--- config.mk ---
export PLATFORM = sky130hd
export DESIGN_NAME = twcb_bank
export DESIGN_NICKNAME = d
export VERILOG_FILES = /design/src/verilog/twcb_pkg.sv /design/src/verilog/twcb_sync.sv /design/src/verilog/twcb_prescaler.sv /design/src/verilog/twcb_bank.sv
export SDC_FILE = /design/constraint.sdc
export NUM_CORES = 1
export LEC_CHECK = 0
export ABC_AREA = 1
export BUFFER_PORTS_ARGS = -buffer_cell sky130_fd_sc_hd__buf_2
export CORE_ASPECT_RATIO = 0.8
export CORE_MARGIN = 5
export CORE_UTILIZATION = 35
export DETAILED_ROUTE_END_ITERATION = 16
export GPL_TIMING_DRIVEN = 0
export SYNTH_ARGS = -nofsm -noshare
export SYNTH_HDL_FRONTEND = slang
export SYNTH_SLANG_ARGS = --single-unit
--- constraint.sdc ---
create_clock -name core_clk -period 3.7 [get_ports core_clk]
set_input_delay 0.74 -clock core_clk [delete_from_list [all_inputs] [get_ports core_clk]]
set_output_delay 0.74 -clock core_clk [all_outputs]
set_load 0.01 [all_outputs]
--- src/verilog/twcb_pkg.sv ---
package twcb_pkg;
  // Register indices; byte address is four times the index.
  localparam logic [5:0] TWCB_IDX_TIMER_INTERRUPT_CONTROL    = 6'h01;
  localparam logic [5:0] TWCB_IDX_DIR     = 6'h06;
  localparam logic [5:0] TWCB_IDX_PWMHI   = 6'h07;
  localparam logic [5:0] TWCB_IDX_PWMCNT  = 6'h08;
  localparam logic [5:0] TWCB_IDX_PWMPRD  = 6'h09;
  localparam logic [5:0] TWCB_IDX_PWMDTY  = 6'h0A;
  localparam logic [5:0] TWCB_IDX_PDN     = 6'h0B;
  localparam logic [5:0] TWCB_IDX_ODN     = 6'h0C;
  localparam logic [5:0] TWCB_IDX_PHI     = 6'h0D;
  localparam logic [5:0] TWCB_IDX_WDOG    = 6'h0E;
  localparam logic [5:0] TWCB_IDX_MASK    = 6'h0F;
  localparam logic [5:0] TWCB_IDX_COUNTER = 6'h11;
  localparam logic [5:0] TWCB_IDX_PORT    = 6'h16;
  localparam logic [5:0] TWCB_IDX_STATUS  = 6'h1F;

  // Field positions in the timer control register.
  localparam int TWCB_TIMER_INTERRUPT_CONTROL_EDGE = 7;
  localparam int TWCB_TIMER_INTERRUPT_CONTROL_GIE  = 6;
  localparam int TWCB_TIMER_INTERRUPT_CONTROL_SRC  = 5;
  localparam int TWCB_TIMER_INTERRUPT_CONTROL_TEDG = 4;
  localparam int TWCB_TIMER_INTERRUPT_CONTROL_PSE  = 3;
  // Field positions in the watchdog control register.
  localparam int TWCB_WD_EN   = 7;
  localparam int TWCB_WD_EIS  = 6;
  localparam int TWCB_WD_PSE  = 5;
  localparam int TWCB_WD_R_HI = 4;
  localparam int TWCB_WD_R_LO = 2;
  // Interrupt source positions.
  localparam int TWCB_IRQ_PWM = 4;
  localparam int TWCB_IRQ_CMP = 3;
  localparam int TWCB_IRQ_EXT = 2;
  localparam int TWCB_IRQ_CHG = 1;
  localparam int TWCB_IRQ_OVF = 0;
  // Pin assignments.
  localparam int TWCB_PIN_EXT = 0;
  localparam int TWCB_PIN_PWM = 1;
  localparam int TWCB_PIN_TMR = 2;

  // Writable-bit masks; other bits read as zero, except timer control bit 6 (global enable) and PWM high bits 5:4 (PWM count bits 9:8).
  localparam logic [7:0] TWCB_MASK_TIMER_INTERRUPT_CONTROL = 8'hBF;
  localparam logic [7:0] TWCB_MASK_PDN  = 8'h70;
  localparam logic [7:0] TWCB_MASK_ODN  = 8'hF7;
  localparam logic [7:0] TWCB_MASK_WDOG = 8'hFC;
  localparam logic [7:0] TWCB_MASK_IRQ  = 8'h1F;
  localparam logic [7:0] TWCB_MASK_PWMH = 8'h0F;

  // Reset values.
  localparam logic [7:0] TWCB_RST_TIMER_INTERRUPT_CONTROL = 8'hBF;
  localparam logic [7:0] TWCB_RST_DIR  = 8'hFF;
  localparam logic [7:0] TWCB_RST_PDN  = 8'h70;
  localparam logic [7:0] TWCB_RST_ODN  = 8'h00;
  localparam logic [7:0] TWCB_RST_PHI  = 8'hF7;
  localparam logic [7:0] TWCB_RST_WDOG = 8'h80;
  localparam logic [7:0] TWCB_RST_ZERO = 8'h00;
  localparam logic [7:0] TWCB_BYTE_MAX = 8'hFF;

  // Watchdog time-out: figure in microseconds, oscillator rate in kHz.
  localparam int TWCB_WDT_TIMEOUT_US = 18000;
  localparam int TWCB_RC_KHZ         = 128;
  localparam int TWCB_WDT_TICKS      = TWCB_WDT_TIMEOUT_US * TWCB_RC_KHZ / 1000;
endpackage : twcb_pkg

--- src/verilog/twcb_sync.sv ---
`timescale 1ns/1ns
module twcb_sync #(
  parameter int WIDTH = 1
) (
  input  wire logic             core_clk,  // System clock.
  input  wire logic             reset_n,   // Asynchronous reset.
  input  wire logic [WIDTH-1:0] async_in,  // Raw pin levels.
  output logic      [WIDTH-1:0] sync_out   // Two-stage synchronised levels.
);
  logic [WIDTH-1:0] meta_reg;

  always_ff @(posedge core_clk or negedge reset_n) begin
    if (!reset_n) begin
      meta_reg <= '0;
      sync_out <= '0;
    end else begin
      meta_reg <= async_in;
      sync_out <= meta_reg;
    end
  end
endmodule : twcb_sync

--- src/verilog/twcb_prescaler.sv ---
`timescale 1ns/1ns
module twcb_prescaler (
  input  wire logic       core_clk,  // System clock.
  input  wire logic       reset_n,   // Asynchronous reset.
  input  wire logic       tick_in,   // Undivided count event.
  input  wire logic       enable,    // Division on; off gives 1:1.
  input  wire logic [2:0] ratio,     // Code n divides by two to the n+1.
  input  wire logic       clear,     // Clears the divider count.
  output logic            tick_out   // Divided count event.
);
  logic [7:0] count_reg;
  logic [7:0] ratio_mask;

  // Code 0 needs one bit of the count, code 7 all eight.
  assign ratio_mask = 8'((9'h002 << ratio) - 9'h001);
  assign tick_out   = tick_in && (!enable || ((count_reg & ratio_mask) == ratio_mask));

  always_ff @(posedge core_clk or negedge reset_n) begin
    if (!reset_n) begin
      count_reg <= 8'h00;
    end else if (clear) begin
      count_reg <= 8'h00;
    end else if (tick_in && enable) begin
      count_reg <= count_reg + 8'h01;
    end
  end

  chk_psc_clear: assert property (@(posedge core_clk) disable iff (!reset_n)
    clear |=> count_reg == 8'h00) else $error("prescaler count not cleared");
endmodule : twcb_prescaler

--- src/verilog/twcb_bank.sv ---
// Our own choices: the placing of the registers and the Avalon-MM interface to the registers.
`timescale 1ns/1ns
module twcb_bank
  import twcb_pkg::*;
#(
  parameter int WDT_TIMEOUT_TICKS = twcb_pkg::TWCB_WDT_TICKS
) (
  input  wire logic        core_clk,        // 100 MHz instruction clock.
  input  wire logic        reset_n,         // Asynchronous reset, active low.
  input  wire logic [7:0]  address,         // Avalon byte address.
  input  wire logic        read,            // Avalon read request.
  input  wire logic        write,           // Avalon write request.
  input  wire logic [31:0] writedata,       // Avalon write data.
  output logic      [31:0] readdata,        // Avalon read data.
  output logic             waitrequest,     // Avalon wait request.
  input  wire logic        instr_disable,   // Disable-interrupts instruction pulse.
  input  wire logic        instr_enable,    // Enable-interrupts instruction pulse.
  input  wire logic        instr_return,    // Return-from-interrupt instruction pulse.
  input  wire logic        instr_wdog_clr,  // Watchdog-clear instruction pulse.
  input  wire logic        instr_sleep,     // Sleep instruction pulse.
  input  wire logic        irq_taken,       // Core has taken an interrupt.
  input  wire logic        cmp_event,       // Comparator output change pulse.
  input  wire logic        change_event,    // Port input change pulse.
  input  wire logic        wdog_osc,        // Watchdog RC oscillator, asynchronous.
  input  wire logic [7:0]  port_in,         // Port pin levels.
  output logic      [7:0]  port_out,        // Port pin drive values.
  output logic      [7:0]  port_oe,         // Port pin drive enables.
  output logic      [2:0]  pulldown_n,      // Pull-down enables, active low.
  output logic      [7:0]  pullhigh_n,      // Pull-high enables, active low.
  output logic      [7:0]  opendrain,       // Open-drain enables.
  output logic             pwm_out,         // PWM waveform.
  output logic             irq_request,     // Masked, globally enabled request.
  output logic             wdog_reset       // Watchdog time-out reset pulse.
);
  import twcb_pkg::*;

  ////////////////////////////////////////////////////////////////////////////////
  // Register storage and pin synchronisers.
  logic [7:0] timer_interrupt_control_reg, dir_reg, pdn_reg, odn_reg, phi_reg, wdog_reg, mask_reg;
  logic [7:0] counter_reg, port_data_reg, pend_reg;
  logic [9:0] period_reg, duty_reg, pwm_cnt_reg;
  logic [15:0] wdog_cnt_reg;
  logic [7:0] pins_sync;
  logic       osc_sync, osc_prev_reg, pin_tmr_prev_reg, pin_ext_prev_reg;
  logic       wait_reg;

  twcb_sync #(.WIDTH(9)) u_sync (
    .core_clk (core_clk),
    .reset_n  (reset_n),
    .async_in ({wdog_osc, port_in}),
    .sync_out ({osc_sync, pins_sync})
  );

  always_ff @(posedge core_clk or negedge reset_n) begin
    if (!reset_n) begin
      osc_prev_reg     <= 1'b0;
      pin_tmr_prev_reg <= 1'b0;
      pin_ext_prev_reg <= 1'b0;
    end else begin
      osc_prev_reg     <= osc_sync;
      pin_tmr_prev_reg <= pins_sync[TWCB_PIN_TMR];
      pin_ext_prev_reg <= pins_sync[TWCB_PIN_EXT];
    end
  end

  ////////////////////////////////////////////////////////////////////////////////
  // Avalon slave: one wait state, then the access completes.
  logic [5:0] reg_idx;
  logic       wr_do, rd_cap;
  logic [7:0] wr_byte, rd_byte;

  assign reg_idx = address[7:2];
  assign wr_byte = writedata[7:0];
  assign wr_do   = write && !wait_reg;
  assign rd_cap  = read && wait_reg;

  always_ff @(posedge core_clk or negedge reset_n) begin
    if (!reset_n) begin
      wait_reg <= 1'b1;
    end else begin
      wait_reg <= !((read || write) && wait_reg);
    end
  end
  assign waitrequest = wait_reg;

  always_comb begin
    rd_byte = TWCB_RST_ZERO;
    unique case (reg_idx)
      TWCB_IDX_TIMER_INTERRUPT_CONTROL:    rd_byte = timer_interrupt_control_reg;
      TWCB_IDX_DIR:     rd_byte = dir_reg;
      TWCB_IDX_PWMHI:   rd_byte = {2'b00, pwm_cnt_reg[9:8], period_reg[9:8], duty_reg[9:8]};
      TWCB_IDX_PWMCNT:  rd_byte = pwm_cnt_reg[7:0];
      TWCB_IDX_PWMPRD:  rd_byte = period_reg[7:0];
      TWCB_IDX_PWMDTY:  rd_byte = duty_reg[7:0];
      TWCB_IDX_PDN:     rd_byte = pdn_reg;
      TWCB_IDX_ODN:     rd_byte = odn_reg;
      TWCB_IDX_PHI:     rd_byte = phi_reg;
      TWCB_IDX_WDOG:    rd_byte = wdog_reg;
      TWCB_IDX_MASK:    rd_byte = mask_reg;
      TWCB_IDX_COUNTER: rd_byte = counter_reg;
      TWCB_IDX_PORT:    rd_byte = pins_sync;
      TWCB_IDX_STATUS:  rd_byte = pend_reg & mask_reg;
      default:          rd_byte = TWCB_RST_ZERO;
    endcase
  end

  always_ff @(posedge core_clk or negedge reset_n) begin
    if (!reset_n) begin
      readdata <= 32'h0000_0000;
    end else if (rd_cap) begin
      readdata <= {24'h00_0000, rd_byte};
    end
  end

  ////////////////////////////////////////////////////////////////////////////////
  // Software-written configuration.
  always_ff @(posedge core_clk or negedge reset_n) begin
    if (!reset_n) begin
      dir_reg       <= TWCB_RST_DIR;
      pdn_reg       <= TWCB_RST_PDN;
      odn_reg       <= TWCB_RST_ODN;
      phi_reg       <= TWCB_RST_PHI;
      wdog_reg      <= TWCB_RST_WDOG;
      mask_reg      <= TWCB_RST_ZERO;
      port_data_reg <= TWCB_RST_ZERO;
      period_reg    <= 10'h000;
      duty_reg      <= 10'h000;
    end else if (wr_do) begin
      unique case (reg_idx)
        TWCB_IDX_DIR:    dir_reg <= wr_byte;
        TWCB_IDX_PDN:    pdn_reg <= wr_byte & TWCB_MASK_PDN;
        TWCB_IDX_ODN:    odn_reg <= wr_byte & TWCB_MASK_ODN;
        TWCB_IDX_PHI:    phi_reg <= wr_byte & TWCB_MASK_ODN;
        TWCB_IDX_WDOG:   wdog_reg <= wr_byte & TWCB_MASK_WDOG;
        TWCB_IDX_MASK:   mask_reg <= wr_byte & TWCB_MASK_IRQ;
        TWCB_IDX_PORT:   port_data_reg <= wr_byte;
        TWCB_IDX_PWMPRD: period_reg[7:0] <= wr_byte;
        TWCB_IDX_PWMDTY: duty_reg[7:0] <= wr_byte;
        TWCB_IDX_PWMHI: begin
          period_reg[9:8] <= wr_byte[3:2];
          duty_reg[9:8]   <= wr_byte[1:0];
        end
        default: ;
      endcase
    end
  end

  // Bit 6 of the timer control register belongs to the instruction stream and to interrupt entry only.
  logic gie_clr, gie_set;
  assign gie_clr = instr_disable || irq_taken;
  assign gie_set = instr_enable || instr_return;

  always_ff @(posedge core_clk or negedge reset_n) begin
    if (!reset_n) begin
      timer_interrupt_control_reg <= TWCB_RST_TIMER_INTERRUPT_CONTROL;
    end else begin
      if (wr_do && reg_idx == TWCB_IDX_TIMER_INTERRUPT_CONTROL) begin
        timer_interrupt_control_reg[7:0] <= {wr_byte[7], timer_interrupt_control_reg[TWCB_TIMER_INTERRUPT_CONTROL_GIE], wr_byte[5:0]} & 8'hFF;
      end
      if (gie_set) begin
        timer_interrupt_control_reg[TWCB_TIMER_INTERRUPT_CONTROL_GIE] <= 1'b1;
      end else if (gie_clr) begin
        timer_interrupt_control_reg[TWCB_TIMER_INTERRUPT_CONTROL_GIE] <= 1'b0;
      end
    end
  end

  chk_gie_clear: assert property (@(posedge core_clk) disable iff (!reset_n)
    gie_clr && !gie_set |=> !timer_interrupt_control_reg[TWCB_TIMER_INTERRUPT_CONTROL_GIE]) else $error("global enable not cleared");
  chk_gie_set: assert property (@(posedge core_clk) disable iff (!reset_n)
    gie_set |=> timer_interrupt_control_reg[TWCB_TIMER_INTERRUPT_CONTROL_GIE] [*1]) else $error("global enable not set");

  ////////////////////////////////////////////////////////////////////////////////
  // Eight-bit timer with its prescaler.
  logic tmr_rise, tmr_fall, tmr_src_tick, tmr_tick, ctr_write, ovf_event;

  assign tmr_rise  = pins_sync[TWCB_PIN_TMR] && !pin_tmr_prev_reg;
  assign tmr_fall  = !pins_sync[TWCB_PIN_TMR] && pin_tmr_prev_reg;
  // Edges closer than one clock apart are lost; the source must hold each level.
  assign tmr_src_tick = timer_interrupt_control_reg[TWCB_TIMER_INTERRUPT_CONTROL_SRC] ?
                        (timer_interrupt_control_reg[TWCB_TIMER_INTERRUPT_CONTROL_TEDG] ? tmr_fall : tmr_rise) : 1'b1;
  assign ctr_write = wr_do && reg_idx == TWCB_IDX_COUNTER;
  assign ovf_event = tmr_tick && !ctr_write && counter_reg == TWCB_BYTE_MAX;

  twcb_prescaler u_tmr_psc (
    .core_clk (core_clk),
    .reset_n  (reset_n),
    .tick_in  (tmr_src_tick),
    .enable   (timer_interrupt_control_reg[TWCB_TIMER_INTERRUPT_CONTROL_PSE]),
    .ratio    (timer_interrupt_control_reg[2:0]),
    .clear    (ctr_write),
    .tick_out (tmr_tick)
  );

  always_ff @(posedge core_clk or negedge reset_n) begin
    if (!reset_n) begin
      counter_reg <= TWCB_RST_ZERO;
    end else if (ctr_write) begin
      counter_reg <= wr_byte;
    end else if (tmr_tick) begin
      counter_reg <= counter_reg + 8'h01;
    end
  end

  chk_tmr_count: assert property (@(posedge core_clk) disable iff (!reset_n)
    tmr_tick && !ctr_write |=> counter_reg == 8'($past(counter_reg) + 8'h01)) else $error("timer step wrong");
  chk_tmr_psc: assert property (@(posedge core_clk) disable iff (!reset_n)
    !timer_interrupt_control_reg[TWCB_TIMER_INTERRUPT_CONTROL_PSE] && !timer_interrupt_control_reg[TWCB_TIMER_INTERRUPT_CONTROL_SRC] |-> tmr_tick) else $error("1:1 rate missed a tick");

  ////////////////////////////////////////////////////////////////////////////////
  // External interrupt pin and pending flags; a set beats a same-cycle clear.
  logic       ext_rise, ext_fall, ext_event, pwm_event;
  logic [7:0] pend_set, pend_clr;

  assign ext_rise  = pins_sync[TWCB_PIN_EXT] && !pin_ext_prev_reg;
  assign ext_fall  = !pins_sync[TWCB_PIN_EXT] && pin_ext_prev_reg;
  assign ext_event = wdog_reg[TWCB_WD_EIS] &&
                     (timer_interrupt_control_reg[TWCB_TIMER_INTERRUPT_CONTROL_EDGE] ? ext_fall : ext_rise);
  assign pwm_event = pwm_cnt_reg == period_reg;

  always_comb begin
    pend_set = 8'h00;
    pend_set[TWCB_IRQ_OVF] = ovf_event;
    pend_set[TWCB_IRQ_CHG] = change_event;
    pend_set[TWCB_IRQ_EXT] = ext_event;
    pend_set[TWCB_IRQ_CMP] = cmp_event;
    pend_set[TWCB_IRQ_PWM] = pwm_event;
    // Software clears a flag by writing 0 to it; writing 1 leaves it alone.
    pend_clr = (wr_do && reg_idx == TWCB_IDX_STATUS) ? ~wr_byte : 8'h00;
  end

  always_ff @(posedge core_clk or negedge reset_n) begin
    if (!reset_n) begin
      pend_reg <= TWCB_RST_ZERO;
    end else begin
      pend_reg <= ((pend_reg & ~pend_clr) | pend_set) & TWCB_MASK_IRQ;
    end
  end

  always_ff @(posedge core_clk or negedge reset_n) begin
    if (!reset_n) begin
      irq_request <= 1'b0;
    end else begin
      irq_request <= timer_interrupt_control_reg[TWCB_TIMER_INTERRUPT_CONTROL_GIE] && |(pend_reg & mask_reg);
    end
  end

  chk_ovf_pending: assert property (@(posedge core_clk) disable iff (!reset_n)
    ovf_event |=> pend_reg[TWCB_IRQ_OVF] && counter_reg == 8'h00) else $error("overflow not flagged");
  chk_ext_edge: assert property (@(posedge core_clk) disable iff (!reset_n)
    wdog_reg[TWCB_WD_EIS] && !timer_interrupt_control_reg[TWCB_TIMER_INTERRUPT_CONTROL_EDGE] && ext_rise |=> pend_reg[TWCB_IRQ_EXT])
    else $error("rising edge missed");
  chk_status_read: assert property (@(posedge core_clk) disable iff (!reset_n)
    $past(rd_cap) && $past(reg_idx) == TWCB_IDX_STATUS |-> readdata[7:0] == $past(pend_reg & mask_reg))
    else $error("status read not masked");

  ////////////////////////////////////////////////////////////////////////////////
  // PWM timer: counts to the period, output high until the duty match.
  always_ff @(posedge core_clk or negedge reset_n) begin
    if (!reset_n) begin
      pwm_cnt_reg <= 10'h000;
      pwm_out     <= 1'b1;
    end else begin
      pwm_cnt_reg <= pwm_event ? 10'h000 : pwm_cnt_reg + 10'h001;
      if (pwm_cnt_reg == duty_reg) begin
        pwm_out <= 1'b0;
      end else if (pwm_event) begin
        pwm_out <= 1'b1;
      end
    end
  end

  chk_pwm_match: assert property (@(posedge core_clk) disable iff (!reset_n)
    pwm_cnt_reg == duty_reg |=> !pwm_out) else $error("PWM high past duty match");

  ////////////////////////////////////////////////////////////////////////////////
  // Watchdog: ticks from its own oscillator, so it keeps counting in sleep.
  logic osc_tick, wdog_tick, wdog_clr, wdog_expire;

  assign osc_tick    = osc_sync && !osc_prev_reg;
  assign wdog_clr    = instr_wdog_clr || instr_sleep;
  assign wdog_expire = wdog_reg[TWCB_WD_EN] && wdog_tick &&
                       wdog_cnt_reg == 16'(WDT_TIMEOUT_TICKS - 1);

  twcb_prescaler u_wdog_psc (
    .core_clk (core_clk),
    .reset_n  (reset_n),
    .tick_in  (osc_tick),
    .enable   (wdog_reg[TWCB_WD_PSE]),
    .ratio    (wdog_reg[TWCB_WD_R_HI:TWCB_WD_R_LO]),
    .clear    (wdog_clr),
    .tick_out (wdog_tick)
  );

  always_ff @(posedge core_clk or negedge reset_n) begin
    if (!reset_n) begin
      wdog_cnt_reg <= 16'h0000;
      wdog_reset   <= 1'b0;
    end else begin
      wdog_reset <= wdog_expire && !wdog_clr;
      if (wdog_clr || wdog_expire || !wdog_reg[TWCB_WD_EN]) begin
        wdog_cnt_reg <= 16'h0000;
      end else if (wdog_tick) begin
        wdog_cnt_reg <= wdog_cnt_reg + 16'h0001;
      end
    end
  end

  chk_wdog_clear: assert property (@(posedge core_clk) disable iff (!reset_n)
    wdog_clr |=> wdog_cnt_reg == 16'h0000 && !wdog_reset) else $error("watchdog not cleared");
  chk_wdog_expire: assert property (@(posedge core_clk) disable iff (!reset_n)
    wdog_expire && !wdog_clr |=> wdog_reset ##1 !wdog_reset) else $error("time-out reset wrong");

  ////////////////////////////////////////////////////////////////////////////////
  // Pad controls, registered so every output leaves a flip-flop.
  logic [7:0] oe_next;

  always_comb begin
    oe_next = ~dir_reg;
    for (int i = 0; i < 8; i++) begin
      if (odn_reg[i] && port_data_reg[i]) begin
        oe_next[i] = 1'b0;
      end
    end
    if (timer_interrupt_control_reg[TWCB_TIMER_INTERRUPT_CONTROL_SRC]) begin
      oe_next[TWCB_PIN_TMR] = 1'b0;
    end
  end

  always_ff @(posedge core_clk or negedge reset_n) begin
    if (!reset_n) begin
      port_out   <= TWCB_RST_ZERO;
      port_oe    <= TWCB_RST_ZERO;
      pulldown_n <= TWCB_RST_PDN[6:4];
      pullhigh_n <= TWCB_RST_PHI;
      opendrain  <= TWCB_RST_ODN;
    end else begin
      port_out   <= port_data_reg;
      port_oe    <= oe_next;
      pulldown_n <= pdn_reg[6:4];
      pullhigh_n <= phi_reg;
      opendrain  <= odn_reg;
    end
  end

  chk_dir_input: assert property (@(posedge core_clk) disable iff (!reset_n)
    (port_oe & $past(dir_reg)) == 8'h00) else $error("input pin driven");
endmodule : twcb_bank

Word-level counts from Yosys, hierarchy flattened
Cells that the tools add are included.
{"block": "classes", "n_addsub": 7, "eq_ne": 20, "shifts": 2, "muxes": 26, "bitwise_logic": 8, "reduce_logical": 66}
{"operator": "8-bit one-hot mux with 14 select lines", "n": 1}
{"operator": "6-bit by 4-bit equality test with 1-bit output (second input constant)", "n": 8}
{"operator": "8-bit two-way mux", "n": 6}
{"operator": "16-bit two-way mux", "n": 2}
{"operator": "1-bit logical AND", "n": 29}
{"operator": "8-bit by 1-bit adder with 8-bit output (second input constant)", "n": 3}
{"operator": "10-bit equality test", "n": 2}
{"operator": "2-bit AND reduction", "n": 10}
{"operator": "6-bit by 5-bit equality test with 1-bit output (second input constant)", "n": 3}
{"operator": "16-bit by 1-bit adder with 16-bit output (second input constant)", "n": 1}
{"operator": "8-bit AND", "n": 2}
{"operator": "16-bit by 12-bit equality test with 1-bit output (second input constant)", "n": 1}
{"operator": "8-bit equality test", "n": 2}
{"operator": "2-bit by 3-bit left shift with 8-bit output (first input constant)", "n": 2}
{"operator": "8-bit by 1-bit subtractor with 8-bit output (second input constant)", "n": 2}
{"operator": "1-bit two-way mux", "n": 15}
{"operator": "6-bit by 3-bit equality test with 1-bit output (second input constant)", "n": 2}
{"operator": "1-bit logical NOT", "n": 12}
{"operator": "2-bit nonzero test", "n": 6}
{"operator": "10-bit by 1-bit adder with 10-bit output (second input constant)", "n": 1}
{"operator": "5-bit AND", "n": 2}
{"operator": "10-bit two-way mux", "n": 1}
{"operator": "5-bit inverter", "n": 2}
{"operator": "8-bit equality test (second input constant)", "n": 1}
{"operator": "other kinds (6)", "n": 13}
{"block": "word_totals", "regBits": 193, "input_bits": 61, "wordCells": 163}

Logic depth before layout (Yosys ltp)
{"block": "depth", "word_depth": 11, "depth_mapped": 16}

Modules after synthesis
From an unflattened synthesis, not the netlist that was laid out.
{"block": "hier_totals", "hier_cells": 1117, "hier_area_um2": 9375.2}
{"mod": "twcb_bank", "instances": 1, "cells_each": 905, "area_each_um2": 7679.9, "seq_area_each_um2": 4026.4}
{"mod": "twcb_prescaler (u_tmr_psc)", "instances": 1, "cells_each": 95, "area_each_um2": 626.9, "seq_area_each_um2": 200.2}
{"mod": "twcb_prescaler (u_wdog_psc)", "instances": 1, "cells_each": 99, "area_each_um2": 618.1, "seq_area_each_um2": 200.2}
{"mod": "twcb_sync", "instances": 1, "cells_each": 18, "area_each_um2": 450.4, "seq_area_each_um2": 450.4}

Worst setup path before layout
OpenSTA, ideal clock, no wires.
{"block": "synth_path", "path_type": "reg-to-reg", "startpoint": "reg wdog_reg[3]", "endpoint": "reg wdog_cnt_reg[13]", "arrival_time_ps": 1860, "required_time_ps": 3580, "slack_ps": 1720, "path_stages_with_launch": 17, "path_cell_list": "dfrtp_1 -> buf_6 -> nor2_4 -> nand2_1 -> ha_1 -> nor2_1 -> nor2_1 -> nand3_1 -> nor2_1 -> nand2_1 -> nor2_2 -> nor2_4 -> nor2_8 -> buf_8 -> nand3_1 -> nand2_1 -> nor2_2"}
{"block": "synth_between", "elab_chain_len": 11}
{"element": "from (decl)", "line_no": "twcb_bank.sv:39", "text": "logic [7:0] timer_interrupt_control_reg, dir_reg, pdn_reg, odn_reg, phi_reg, wdog_reg, mask_reg;"}
{"element": "from (signal assigned)", "line_no": "twcb_bank.sv:134", "text": "TWCB_IDX_WDOG: wdog_reg <= wr_byte & TWCB_MASK_WDOG;"}
{"element": "2-bit by 3-bit left shift with 8-bit output (*)", "line_no": "twcb_prescaler.sv:15", "text": "assign ratio_mask = 8'((9'h002 << ratio) - 9'h001);"}
{"element": "8-bit by 1-bit subtractor with 8-bit output (*)", "line_no": "twcb_prescaler.sv:15"}
{"element": "8-bit AND", "line_no": "twcb_prescaler.sv:16", "text": "assign tick_out = tick_in && (!enable || ((count_reg & ratio_mask) == ratio_mask));"}
{"element": "8-bit equality test (*)", "line_no": "twcb_prescaler.sv:16"}
{"element": "1-bit logical OR (*)", "line_no": "twcb_prescaler.sv:16"}
{"element": "1-bit logical AND (*)", "line_no": "twcb_prescaler.sv:16"}
{"element": "1-bit logical AND (2 in a row)", "line_no": "twcb_bank.sv:282", "text": "assign wdog_expire = wdog_reg[TWCB_WD_EN] && wdog_tick &&"}
{"element": "1-bit logical OR (2 in a row)", "line_no": "twcb_bank.sv:301", "text": "if (wdog_clr || wdog_expire || !wdog_reg[TWCB_WD_EN]) begin"}
{"element": "16-bit two-way mux / 2-bit nonzero test (equally long branches)"}
{"element": "to (signal assigned)", "line_no": "twcb_bank.sv:304", "text": "wdog_cnt_reg <= wdog_cnt_reg + 16'h0001;"}
{"element": "to (decl)", "line_no": "twcb_bank.sv:42", "text": "logic [15:0] wdog_cnt_reg;"}
Mark *: on every way between the ends. The rest lies on a longest branch, timed or not.
A chain may end at the register's enable or synchronous reset.

Final worst setup path
{"block": "layout_path", "startpoint": "reg wdog_reg[3]", "endpoint": "reg wdog_cnt_reg[0]"}
Same word-level chain as after synthesis.

==> flow_summary.ini <==
[outcome]
status = finished, final reports clean

[setup_path]
path_common_cell = nor2_1
crit_chain = buf_6, inv_1, nand3_1, ha_1, nor2_1, nor2_1, nand3_1, nor2_1, nand2_1, nor2_2, nor2_4, nor2_8, nand3_2, nand2_4, nor2_2
worst-path-buf-inv = 2
startpoint_type = register
critPathMaxStageDelay_ns = 0.37
worstSetupPathType = register to register
required_ns = 4.03
endpoint_kind = register
crit_family = simple AND/OR/NAND/NOR gates
cp_slowest_cell = dfrtp_1
critPathMaxFanout = 10
crit_arrival_ns = 2.54
r2r_setup_slack_ns = 1.49

[timing]
fin_skew_ns = 0.0121
final_max_slew_viol_count = 0
relSlewSlack_pct = 46.5
clock.fmax_ghz = 0.453
rsz0062_at_grt = no
finalCritPeriodShare_pct = 59.7
hold_violations = 0
fin_crit_ns = 2.21
worst_pin_slew_ns = 0.803
tns_ns = 0
finalSetupViolations = 0

[drt]
wl_um = 25100
vias = 7488
drc_errors = 0
dr.first_iter.drc_count = 665
via_per_inst = 4.82
postRouteAntennaNets = 0
wire_per_inst_um = 16.2
drt_pass1_iterations = 7

[floorplanning]
rows = 53
pin_count = 132
start_util_pct = 35.2
core_area_mm2 = 0.0261
die-area_mm2 = 0.0297
die_x_um = 191
die_y_um = 155

[global_routing]
grt_max_degree = 109
grt_first_pass_wirelength_um = 39700
antenna_found_initial = 1
gr-total-overflow = 0
grt_usage_pct = 17.3
grt_pass1_vias = 7077

[finish]
nNetsFinal = 1250
area_growth_pct = 17.3
antenna_cells = 0
seqCellArea_mm2 = 0.00488
num-fill-cells = 2649
drive_above_1_share_pct = 21.3
largest_reg_flops = 16
multi_input_area_mm2 = 0.00362
fin_cells = 1553

[cts]
cts_hold_buf = 0
clock_sinks = 193
cts_tree = built
cts_buffers = 17
clk_latency_ns = 0.44
htreeDepth = 4
root_buffer = clkbuf_16
post-cts-setup-buffers = 0
cts_resized = 0
cts_max_path_buffers = 2
path_clk_slew_ns = 0.08

[placed_design]
place_hpwl_um = 18600
place.gp.congestion = 0.921
numPlacedInstances = 1521
numPortBuffers = 79

[synthesis]
avgSynthCellArea_um2 = 8.69
synthArstFlopShare_pct = 100
ys_ff_latch = 193
syn_area_mm2 = 0.00920
netlist_instances = 1059
netlist.top_cell.by_area = dfrtp_1
synth_enable_flop_cells = 0
synth-main-ff-cell = dfrtp_1
ys_top_cells_by_area = dfrtp_1 (42%), dfstp_2 (11%), nand2_1 (10%)
yosysWarningCount = 0
synth_top_area_share_pct = 42.1
seq_area_frac_synth_pct = 53.0
ys_types = 47

[power_and_ir_drop]
power.density_mw_per_mm2 = 507
p_leak_nw = 5.01
peakVddDrop_uv = 349

[hold_path]
hold_class = register to register

[run]
cap_violations = 0
worst register-to-register path, delay by kind of cell (launching register included):
family,cells,cell delay (ns)
flip-flops,1,0.37
AND/OR/NAND/NOR,12,1.20
adder cells (fa/ha/maj),1,0.29
buffers and inverters,2,0.25
area by class of cell:
| type | count | area share, % |
|---|---|---|
| Tap cell | 357 | 4.14 |
| Sequential cell | 193 | 45.2 |
| Inverter | 125 | 4.39 |
| Buffer | 46 | 3.03 |
| Multi-Input combinational cell | 720 | 33.5 |
| Clock buffer | 20 | 4.14 |
| Clock inverter | 12 | 1.59 |
| Timing Repair Buffer | 80 | 4.01 |
metrics by stage:
stage / area, um^2 / hold WS (ns) / utilization, % / power, mW / worst slack (ns)
floorplan: 9300 / 0.331 / - / 3.20 / 1.72
global placement: 10100 / 0.333 / 38.8 / 3.52 / -1.35
detailed placement: 10200 / 0.336 / 39.0 / 3.55 / 1.30
CTS: 10800 / 0.355 / 41.3 / 5.51 / 1.47
global route: 10800 / 0.358 / 41.3 / 5.77 / 1.28
finish: 10800 / 0.353 / 41.3 / 5.47 / 1.49
final timing paths:
kind	startpoint	to	depth (start not counted)
setup / recovery	wdog_reg[3]	wdog_cnt_reg[0]	15
hold / removal	u_sync.meta_reg[6]	u_sync.sync_out[6]	0
setup reg to reg	wdog_reg[3]	wdog_cnt_reg[0]	15
hold reg to reg	u_sync.meta_reg[6]	u_sync.sync_out[6]	0
max in group asynchronous	reset_n	timer_interrupt_control_reg[4]	2
min in group asynchronous	reset_n	wdog_cnt_reg[13]	1
power by group:
group	switching [mW]	total, mW	leakage (nW)	internal (mW)
combinational	0.572	0.919	2.32	0.347
sequential	0.229	2.60	2.39	2.37
clock	0.848	1.95	0.302	1.10
cells in the mapped netlist, types with 5 or more instances:
master,n
a21oi_1,26
a22oi_1,8
buf_2,9
buf_4,27
clkbuf_1,5
dfrtp_1,155
dfstp_2,38
ha_1,6
inv_1,111
inv_2,13
nand2_1,252
nand2_2,10
nand3_1,57
nand4_1,28
nor2_1,73
nor2_2,16
nor2_4,5
nor3_1,23
o2111ai_1,6
o21ai_0,53
o21ai_1,59
o22ai_1,11
xnor2_1,5
xor2_1,15
placed cells by master, fill, tap and decap left out, types with 5 or more instances in the layout:
cell | synthesis | layout
nand2_1 | 252 | 252
ha_1 | 6 | 6
xnor2_1 | 5 | 5
inv_2 | 13 | 13
o2111ai_1 | 6 | 6
nand4_1 | 28 | 28
nand3_1 | 57 | 57
buf_4 | 27 | 27
nor2_4 | 5 | 5
a22oi_1 | 8 | 8
clkbuf_16 | 0 | 17
conb_1 | 1 | 26
buf_2 | 9 | 87
dfstp_2 | 38 | 38
inv_6 | 1 | 5
o22ai_1 | 11 | 11
dfrtp_1 | 155 | 155
a21oi_1 | 26 | 26
xor2_1 | 15 | 15
inv_1 | 111 | 111
nand2_2 | 10 | 10
nor2_1 | 73 | 73
nor3_1 | 23 | 23
nor2_2 | 16 | 16
o21ai_0 | 53 | 53
o21ai_1 | 59 | 59
clkbuf_1 | 5 | 7
kinds of logic (layout without fill, tap and decap cells):
logic type               after synthesis  after routing  share of synthesized area, %
AO/OA/AOI/OAI                        179            179                          10.9
XOR/XNOR                              20             20                          1.90
adder cells (fa/ha/maj)                6              6                         0.816
buffers and inverters                171            283                          8.70
flip-flops                           193            193                          53.0
other                                  1             26                        0.0407
AND/OR/NAND/NOR                      489            489                          24.6
routing by layer:
| metal | GRT usage, % | vias up | routed length, um |
|---|---|---|---|
| met4 | 4.17 | 2 | 280 |
| li1 | - | 3661 | - |
| met1 | 26.7 | 3573 | 12700 |
| met3 | 4.82 | 21 | 1850 |
| met5 | 0 | - | 11 |
| met2 | 23.8 | 231 | 10300 |
Note: power is estimated with default switching activity, not from simulation.
